==> src/core/ulpi_pkg_sync.sv <==
`timescale 1ns/100ps
package ulpi_pkg;
  // Bus width and the low-power remapping of the data pins
  localparam int DATA_W = 8;
  localparam int LINE_LO = 0;
  localparam int LINE_HI = 1;
  localparam int LP_RSVD_BIT = 2;
  localparam int LP_INT_BIT = 3;
  localparam logic [DATA_W-1:0] IDLE_BYTE = 8'h00;
  localparam logic [0:0] SYNC_RST = 1'h0;

  typedef enum logic [2:0] {
    S_LISTEN,
    S_TURN_OUT,
    S_SEND,
    S_TURN_IN,
    S_LP_TURN,
    S_LP
  } state_t;
endpackage

module bit_sync #(
  parameter int W = 1
) (
  // Clock and reset
  input wire logic clk_i,
  input wire logic arst_n_i,
  // Asynchronous level in, synchronous level out
  input wire logic [W-1:0] d_i,
  output logic [W-1:0] q_o
);
  typedef struct packed {
    logic [W-1:0] meta;
    logic [W-1:0] safe;
  } sync_t;

  sync_t q, d;

  always_comb begin
    d = q;
    d.meta = d_i;
    d.safe = q.meta;
  end

  always_ff @(posedge clk_i or negedge arst_n_i) begin
    if (!arst_n_i) begin
      q <= '0;
    end else begin
      q <= d;
    end
  end

  assign q_o = q.safe;
endmodule
==> src/core/ulpi_phy_bus.sv <==
`timescale 1ns/100ps
module ulpi_phy_bus (
  // Interface clock and reset
  input wire logic clk_i,
  input wire logic arst_n_i,
  // Bus pins facing the link
  input wire logic stp_i,
  input wire logic [ulpi_pkg::DATA_W-1:0] data_i,
  output logic [ulpi_pkg::DATA_W-1:0] data_o,
  output logic data_oe_o,
  output logic dir_o,
  output logic nxt_o,
  // Transmit stream towards the serialiser
  input wire logic tx_ready_i,
  output logic [ulpi_pkg::DATA_W-1:0] tx_data_o,
  output logic tx_valid_o,
  output logic tx_first_o,
  output logic tx_stop_o,
  // Receive stream from the deserialiser
  input wire logic rx_active_i,
  input wire logic rx_valid_i,
  input wire logic [ulpi_pkg::DATA_W-1:0] rx_data_i,
  output logic abort_o,
  // Status and register read
  input wire logic [ulpi_pkg::DATA_W-1:0] status_i,
  input wire logic status_change_i,
  input wire logic rd_valid_i,
  input wire logic [ulpi_pkg::DATA_W-1:0] rd_data_i,
  // Low-power control and analog levels
  input wire logic suspend_req_i,
  input wire logic [ulpi_pkg::LINE_HI:ulpi_pkg::LINE_LO] line_level_i,
  input wire logic irq_i,
  output logic lowpower_o
);
  typedef struct packed {
    ulpi_pkg::state_t st;
    logic dir;
    logic nxt;
    logic oe;
    logic lp;
    logic [ulpi_pkg::DATA_W-1:0] data;
    logic in_tx;
    logic first_pend;
    logic [ulpi_pkg::DATA_W-1:0] tx_data;
    logic tx_valid;
    logic tx_first;
    logic tx_stop;
    logic abort;
    logic [ulpi_pkg::DATA_W-1:0] rx_hold;
    logic rx_hold_v;
    logic status_pend;
    logic rd_pend;
    logic [ulpi_pkg::DATA_W-1:0] rd_byte;
    logic susp_prev;
    logic irq_base;
  } phy_t;

  phy_t q, d;
  logic irq_s;
  logic want_out;
  logic [ulpi_pkg::DATA_W-1:0] lp_byte;

  // Interrupt level feeds clocked logic, so it is synchronised first
  bit_sync #(
    .W(1)
  ) irq_sync (
    .clk_i(clk_i),
    .arst_n_i(arst_n_i),
    .d_i(irq_i),
    .q_o(irq_s)
  );

  // Anything that must reach the link turns the bus round
  assign want_out = rx_active_i | q.rx_hold_v | q.status_pend | q.rd_pend | rd_valid_i | status_change_i;

  always_comb begin
    d = q;
    d.tx_valid = 1'b0;
    d.tx_first = 1'b0;
    d.tx_stop = 1'b0;
    d.abort = 1'b0;
    d.nxt = 1'b0;
    d.susp_prev = suspend_req_i;
    // Everything below launches on the rising edge of clk_i, as the link samples
    unique case (q.st)
      ulpi_pkg::S_LISTEN: begin
        d.dir = 1'b0;
        d.oe = 1'b0;
        if (q.in_tx) begin
          if (stp_i) begin
            d.in_tx = 1'b0;
            d.tx_stop = 1'b1;
          end else begin
            if (q.nxt) begin
              d.tx_valid = 1'b1;
              d.tx_data = data_i;
              d.tx_first = q.first_pend;
              d.first_pend = 1'b0;
            end
            d.nxt = tx_ready_i;
          end
        end else if (data_i != ulpi_pkg::IDLE_BYTE) begin
          // Link holds its command until NXT takes it
          d.in_tx = 1'b1;
          d.first_pend = 1'b1;
          d.nxt = tx_ready_i;
        end else if (suspend_req_i && !q.susp_prev) begin
          d.st = ulpi_pkg::S_LP_TURN;
          d.dir = 1'b1;
        end else if (want_out) begin
          d.st = ulpi_pkg::S_TURN_OUT;
          d.dir = 1'b1;
        end
      end
      ulpi_pkg::S_TURN_OUT: begin
        if (stp_i) begin
          d.st = ulpi_pkg::S_TURN_IN;
          d.dir = 1'b0;
          d.abort = 1'b1;
        end else begin
          // Turnaround: bus content is meaningless to the link
          d.st = ulpi_pkg::S_SEND;
          d.oe = 1'b1;
          d.data = ulpi_pkg::IDLE_BYTE;
        end
      end
      ulpi_pkg::S_SEND: begin
        if (stp_i) begin
          d.st = ulpi_pkg::S_TURN_IN;
          d.dir = 1'b0;
          d.oe = 1'b0;
          d.abort = 1'b1;
          d.rx_hold_v = 1'b0;
        end else if (q.rd_pend) begin
          d.data = q.rd_byte;
          d.rd_pend = 1'b0;
        end else if (q.rx_hold_v) begin
          d.data = q.rx_hold;
          d.nxt = 1'b1;
          d.rx_hold_v = 1'b0;
        end else if (rx_active_i || q.status_pend) begin
          d.data = status_i;
          d.status_pend = 1'b0;
        end else begin
          d.st = ulpi_pkg::S_TURN_IN;
          d.dir = 1'b0;
          d.oe = 1'b0;
        end
      end
      ulpi_pkg::S_TURN_IN: begin
        // Link-driven turnaround; a late STP of a wake is also swallowed here
        d.st = ulpi_pkg::S_LISTEN;
        d.data = ulpi_pkg::IDLE_BYTE;
      end
      ulpi_pkg::S_LP_TURN: begin
        d.st = ulpi_pkg::S_LP;
        d.oe = 1'b1;
        d.lp = 1'b1;
        d.data = ulpi_pkg::IDLE_BYTE;
        d.irq_base = irq_s;
      end
      ulpi_pkg::S_LP: begin
        d.dir = 1'b1;
        // The clock may be stopped here; nothing advances until it runs again
        if (stp_i) begin
          d.st = ulpi_pkg::S_TURN_IN;
          d.dir = 1'b0;
          d.oe = 1'b0;
          d.lp = 1'b0;
          if (irq_s != q.irq_base) begin
            d.status_pend = 1'b1;
          end
        end
      end
      default: begin
        d.st = ulpi_pkg::S_LISTEN;
        d.dir = 1'b0;
        d.oe = 1'b0;
        d.lp = 1'b0;
      end
    endcase
    // New events win over the clears above
    if (status_change_i) begin
      d.status_pend = 1'b1;
    end
    if (rd_valid_i) begin
      d.rd_pend = 1'b1;
      d.rd_byte = rd_data_i;
    end
    if (rx_valid_i) begin
      d.rx_hold = rx_data_i;
      d.rx_hold_v = 1'b1;
    end
  end

  always_ff @(posedge clk_i or negedge arst_n_i) begin
    if (!arst_n_i) begin
      q <= '0;
    end else begin
      q <= d;
    end
  end

  // Low-power remap is deliberately unclocked so line levels pass with the clock stopped
  always_comb begin
    lp_byte = ulpi_pkg::IDLE_BYTE;
    lp_byte[ulpi_pkg::LINE_HI:ulpi_pkg::LINE_LO] = line_level_i;
    lp_byte[ulpi_pkg::LP_INT_BIT] = irq_i;
  end

  assign data_o = q.lp ? lp_byte : q.data;
  assign data_oe_o = q.oe;
  assign dir_o = q.dir;
  assign nxt_o = q.nxt;
  assign tx_data_o = q.tx_data;
  assign tx_valid_o = q.tx_valid;
  assign tx_first_o = q.tx_first;
  assign tx_stop_o = q.tx_stop;
  assign abort_o = q.abort;
  assign lowpower_o = q.lp;
endmodule

==> config.mk <==
export PLATFORM = sky130hd
export DESIGN_NAME = ulpi_phy_bus
export DESIGN_NICKNAME = d
export VERILOG_FILES = /design/src/core/ulpi_pkg_sync.sv /design/src/core/ulpi_phy_bus.sv
export SDC_FILE = /design/constraint.sdc
export NUM_CORES = 1
export LEC_CHECK = 0
export ABC_CLOCK_PERIOD_IN_PS = 4190
export BUFFER_PORTS_ARGS = -buffer_cell sky130_fd_sc_hd__buf_2
export CAP_MARGIN = 20
export CORE_UTILIZATION = 55
export DETAILED_ROUTE_END_ITERATION = 7
export MAX_ROUTING_LAYER = met4
export PLACE_DENSITY = 0.84
export SLEW_MARGIN = 20
export SYNTH_ARGS = -nofsm -noshare
export SYNTH_HDL_FRONTEND = slang
export SYNTH_SLANG_ARGS = --single-unit
export TNS_END_PERCENT = 10
==> constraint.sdc <==
create_clock -name clk_i -period 4.19 [get_ports clk_i]
set_input_delay 0.419 -clock clk_i [delete_from_list [all_inputs] [get_ports clk_i]]
set_output_delay 0.419 -clock clk_i [all_outputs]
set_load 0.03 [all_outputs]
==> metrics.txt, run 1 <==
status complete, no violations; Worst Setup End Kind register; CP startpoint kind register; Seq/Total Area, Yosys 54.1%; # clock sinks 52; Top FF cell, synth dfrtp_1; Cells after Synth 216; number of remaining DRC errors 0; Slew @ Worst Pin 633 ps; grt total ovfl 0; Max Cap Viol 0; root buffer cell clkbuf_8; Post-synth ARST share 100%; Die Y 68.1 µm; post-cts hold buffer count 0; setup tns final 0 ps; CTS tree done; PD cells 582 nW/µm²; syn nets 260; Synth-to-Final Area Change 16.6%; H-Tree Depth 2; Max Clk Rate 0.515 GHz; Setup Buffers After CTS 0; io pins 68; WS Path Type register to register; most frequent cells in the layout buf_2 (67), dfrtp_1 (52), mux2_2 (25); commonest non-fill, non-tap cell in the layout buf_2; DP Cell Count 315; Yosys reg bits 52; final hold slack 218 ps; Max Slew Vio Count 0; Worst-path clk slew 90 ps; Multi-input gate area 947 µm²; n_diodes 0; number of distinct library cells after synthesis 42; Biggest register q; Final Hold Violating Endpoints 0; PortBufs 67; peak supply drop 0.375 mV; Layout Utilization 68.7%; fin crit period 1940 ps; first-pass GRT wire length 7450 µm; initial core utilization 58.9%; GP Congestion 0.834; unrepaired setup endpoints after global routing no; CTS max path bufs 2; Avg Cell Area, Syn 11.1 µm²; Post-Synthesis Cell Area 2410 µm²; drt total wl 4770 µm; Syn. warnings 0; count of standard-cell rows 23; share of cells above drive strength 1 38.5%; gr usage total 22.6%; DR vias/cell 5.51; drt pass-1 iters 4; Via Count 1,780; Worst Path Arrival 2130 ps; Tcrit/Tclk final 46.4%; Hold Crit Class primary input to async pin; clock latency on the worst-skew pair 300 ps; final setup vio count 0; Initial DRC Count 120; pin count of the biggest net entering global routing 53; Pleak 1.39 nW; Crit path required time 4380 ps; DP HPWL 3470 µm; Slew HR 57.8%; DRT antenna net count 0; Die Span X 68.1 µm; initial antenna violation count 0; die footprint 4640 µm²; wire length per cell 14.8 µm; Max Clock Skew 4.56 ps; fillers 319; vias in the first global route 1,604; EDFF count, synth 0; total power 1.63 mW; Num CTS Buffers 5; Core Area 4090 µm²; Finished Layout Cells 323; crit-path max FO 12; NumNets Final 316; Resize count post-CTS 0; FF/Latch Area 1300 µm²; max reg flops 34
==> worst paths after layout <==
kind | from | slack [ps] | end | cells past startpoint
worst max register to register | q[12] | 2250 | dir_o | 4
min in group clk_i | irq_i | 240 | irq_sync.d[0] | 1
worst max-delay path | q[12] | 2250 | dir_o | 4
worst min register to register | irq_sync.d[0] | 360 | irq_sync.q_o | 0
max in group asynchronous | arst_n_i | 3550 | q[7] | 2
worst min-delay path | arst_n_i | 220 | lowpower_o | 2
==> layer usage <==
| layer | track usage (%) | part of all wire, % |
|---|---|---|
| met5 | - | 0 |
| met1 | 30.1 | 46 |
| met4 | 7.29 | 1.7 |
| met3 | 4.17 | 3.8 |
| met2 | 34.9 | 49 |
==> worst max-delay path: stages (launching register included) <==
cell and delay, ps:
dfrtp_1 590, nor4_1 460, nor3b_1 340, a21boi_0 150
a221o_1 300
==> cells in the mapped netlist (2+ instances only) <==
| cell type | instances | share of area (%) |
|---|---|---|
| dfrtp_1 | 52 | 54 |
| mux2_2 | 25 | 12 |
| nor2_1 | 20 | 3.1 |
| a21oi_1 | 15 | 3.1 |
| inv_1 | 12 | 1.9 |
| nand2_1 | 9 | 1.4 |
| buf_4 | 8 | 2.5 |
| mux2i_1 | 8 | 3.3 |
| o22ai_1 | 8 | 2.1 |
| clkbuf_1 | 6 | 0.94 |
| o21ai_0 | 5 | 1.0 |
| nand3_1 | 4 | 0.83 |
| nor3_1 | 4 | 0.83 |
| nor4_1 | 4 | 1.0 |
| buf_2 | 3 | 0.62 |
| nand2b_1 | 3 | 0.78 |
| a21o_1 | 2 | 0.62 |
| nor2b_1 | 2 | 0.52 |
| o211ai_1 | 2 | 0.62 |
| o2bb2ai_1 | 2 | 0.73 |
==> final cells by class <==
| class | instances | share of cell area, % |
|---|---|---|
| Sequential cell | 52 | 46.4 |
| Inverter | 12 | 1.60 |
| Multi-Input combinational cell | 133 | 33.7 |
| Clock inverter | 2 | 1.25 |
| Clock buffer | 6 | 2.59 |
| Tap cell | 50 | 2.23 |
| Timing Repair Buffer | 68 | 12.2 |
==> cell families (layout without fill, tap and decap cells) <==
group	after synthesis	count (layout)	synth area share [%]
flip-flops	52	52	54.1
adder cells (fa/ha/maj)	1	1	0.416
buffers and inverters	31	88	6.55
XOR/XNOR	2	2	0.728
AND/OR/NAND/NOR	57	57	12.6
multiplexers	33	33	15.0
AO/OA/AOI/OAI	40	40	10.6
==> through the flow <==
stage | cell area, µm² | setup slack (ps)
detailed placement | 2700 | 2310
CTS | 2810 | 2270
finish | 2810 | 2250
floorplan | 2410 | 2320
global route | 2810 | 2030
global placement | 2700 | 2450
==> where the power goes <==
group	internal [mW]	leakage, nW	switching (mW)	total [mW]
Sequential	0.633	0.633	0.120	0.753
Clock	0.177	0.0552	0.155	0.332
Combinational	0.231	0.701	0.318	0.550
Total	1.04	1.39	0.593	1.63
No activity file was read; power rests on OpenSTA's default activity.
==> inputs of run 2 (changes only) <==
- ABC_AREA: not set -> 1
- ABC_CLOCK_PERIOD_IN_PS: 4190 -> 1700
- CORE_UTILIZATION: 55 -> 47
- PLACE_DENSITY: 0.84 -> 0.75
- clock period: 4.19 -> 1.7 ns (I/O delays scaled with it)
==> run 2 against run 1 <==
Worst setup slack got worse by 2100 ps. Hold slack worse by 160 ps. Sequential power grew 110%. Register-to-register slack worse by 2100 ps. Total power increased by 130%. Design area rose by 9.4%. Wire length up 16%. Critical path depth grew 3. Combinational power rose by 110%.
==> metrics.txt, run 2 <==
status complete, no violations; GP Congestion 0.839 (+0.59%); crit-path max FO 17 (+5); Core Area 5170 µm² (+27%); Worst R2R Path Depth 7 (+3); vias in the first global route 2,084 (+30%); DP HPWL 4240 µm (+22%); fin crit period 1520 ps (-421 ps); Max Slew Vio Count 0 (unchanged); max reg flops 34 (unchanged); min-delay src rd_data_i[7]; initial core utilization 49.2% (-9.7 points); number of distinct library cells after synthesis 29 (-31%); top cells by area, synth dfrtp_1 (51%), nand2_1 (14%), o21ai_0 (5.5%); Avg Cell Area, Syn 8.24 µm² (-26%); critical path depth 7 (+3); Via Count 2,182 (+23%); count leader, synth nand2_1; share of cells above drive strength 1 27.4% (-11 points); commonest non-fill, non-tap cell in the layout nand2_1; CTS max path bufs 2 (unchanged); pin count of the biggest net entering global routing 34 (-36%); Post-synth ARST share 100% (unchanged); drt pass-1 iters 4 (unchanged); Seq/Total Area, Yosys 51.1% (-3.0 points); initial antenna violation count 0 (unchanged); n_diodes 0 (unchanged); Post-Synthesis Cell Area 2540 µm² (+5.8%); CP startpoint kind register; DP Cell Count 436 (+38%); unrepaired setup endpoints after global routing no; Top FF cell, synth dfrtp_1; # clock sinks 52 (unchanged); area leader, netlist dfrtp_1; Syn. warnings 0 (unchanged); CP max-delay cell dfrtp_1; reg2reg setup slack 180 ps (-2070 ps); top-area cell type share of the netlist area 51.1% (-3.0 points); EDFF count, synth 0 (unchanged); Slew HR 67.8% (+10 points); Worst-path clk slew 90 ps (about the same); Tcrit/Tclk final 89.5% (+43 points); Die Span X 75.6 µm (+11%); Slew @ Worst Pin 484 ps (-149 ps); WHS Path Cells 3; PortBufs 67 (unchanged); most frequent cells in the layout nand2_1 (95), buf_2 (67), dfrtp_1 (52); die footprint 5710 µm² (+23%); Setup Buffers After CTS 0 (unchanged); DR vias/cell 4.89 (-11%); Pleak 1.64 nW (+18%); Hold EP q[9]; Top Family by Delay on Critical Path simple AND/OR/NAND/NOR gates; root buffer cell clkbuf_8; clock latency on the worst-skew pair 300 ps (about the same); Worst Path Arrival 1720 ps (-410 ps); PD cells 1210 nW/µm² (+110%); number of remaining DRC errors 0 (unchanged); DRT antenna net count 0 (unchanged); NumNets Final 420 (+33%); Worst Setup End Kind register; wire length per cell 12.4 µm (-16%); CTS tree done; Buf/Inv on CP 2 (+2); Die Y 75.6 µm (+11%); Biggest register q; peak supply drop 0.628 mV (+67%); Initial DRC Count 87 (-28%); drt total wl 5520 µm (+16%); H-Tree Depth 2 (unchanged); reg2reg end q[39]; Max Clock Skew 7.35 ps (+2.79 ps); setup tns final 0 ps (unchanged); Hold Crit Class primary input to register; Cells after Synth 309 (+43%); Critical Path, Cell by Cell inv_2 > nand2_1 > inv_1 > nand2_1 > nand4_4 > nand2_1 > o21ai_2; WS Path Type register to register; Finished Layout Cells 446 (+38%); io pins 68 (unchanged); origin of the critical flop-to-flop path q[49]; most used cell, CP nand2_1; CP max stage delay 480 ps (-110 ps); Resize count post-CTS 0 (unchanged); Synth-to-Final Area Change 20.6%; Yosys reg bits 52 (unchanged); gr usage total 22.1% (-0.46 points); final setup vio count 0 (unchanged); first-pass GRT wire length 9110 µm (+22%); count of standard-cell rows 26 (+13%); Final Hold Violating Endpoints 0 (unchanged); Max Cap Viol 0 (unchanged); syn nets 353 (+36%); Max Clk Rate 0.657 GHz (+28%); Num CTS Buffers 5 (unchanged); post-cts hold buffer count 3 (+3); grt total ovfl 0 (unchanged); Crit path required time 1900 ps (-2480 ps); most frequent cells after synthesis nand2_1 (95), dfrtp_1 (52), inv_1 (31)
==> run 2: cell type report <==
type	count	area (µm²)
Clock buffer	5	68.8
Clock inverter	2	60.1
Fill cell	467	2100
Inverter	37	141
Multi-Input combinational cell	206	1000
Sequential cell	52	1300
Tap cell	70	87.6
Timing Repair Buffer	74	408
==> run 2: kinds of logic (layout without fill, tap and decap cells) <==
kind of cell / count (synthesis) / count (layout) / share of synthesized area (%)
AO/OA/AOI/OAI: 50 / 50 / 11.7
multiplexers: 1 / 1 / 0.442
AND/OR/NAND/NOR: 154 / 154 / 26.9
flip-flops: 52 / 52 / 51.1
buffers and inverters: 51 / 118 / 9.49
XOR/XNOR: 1 / 1 / 0.344
==> run 2: report_power, final <==
part	leakage, nW	switching (mW)	internal [mW]	total [mW]
combinational	0.925	0.779	0.350	1.13
sequential	0.646	0.157	1.46	1.61
clock	0.0642	0.387	0.579	0.966
total	1.64	1.32	2.39	3.71
==> run 2: how the worst max path moves through the flow <==
stage / start / end / slack (ps)
final: q[49] / q[39] / 180
after global routing: q[11] / q[39] / 50
after floorplan: lowpower_o / data_o[3] / 90
after detailed placement: q[49] / q[39] / 200
after CTS: q[49] / q[39] / 180
after global placement: q[11] / q[41] / 240
==> run 2: per-stage QoR <==
stage	setup WS [ps]	hold WS (ps)	area (µm²)	total power, mW	util [%]
after floorplan	93.6	-126	2540	2.55	-
after global placement	240	155	2910	2.75	56.3
after detailed placement	196	161	2910	2.77	56.3
after CTS	181	54.0	3070	3.75	59.3
after global routing	49.5	61.4	3070	3.94	59.3
final	179	58.5	3070	3.71	59.3
==> run 2: routing by layer <==
| metal | share of wire [%] | GRT usage [%] |
|---|---|---|
| met1 | 45 | 27.9 |
| met2 | 49 | 35.4 |
| met3 | 3.0 | 2.91 |
| met4 | 3.0 | 10.5 |
| met5 | 0 | - |
==> run 2: worst reg2reg max path, cell delays in order (launching register included) <==
cell	delay, ps
dfrtp_1	480
inv_2	70
nand2_1	60
inv_1	70
nand2_1	160
nand4_4	310
nand2_1	210
o21ai_2	70
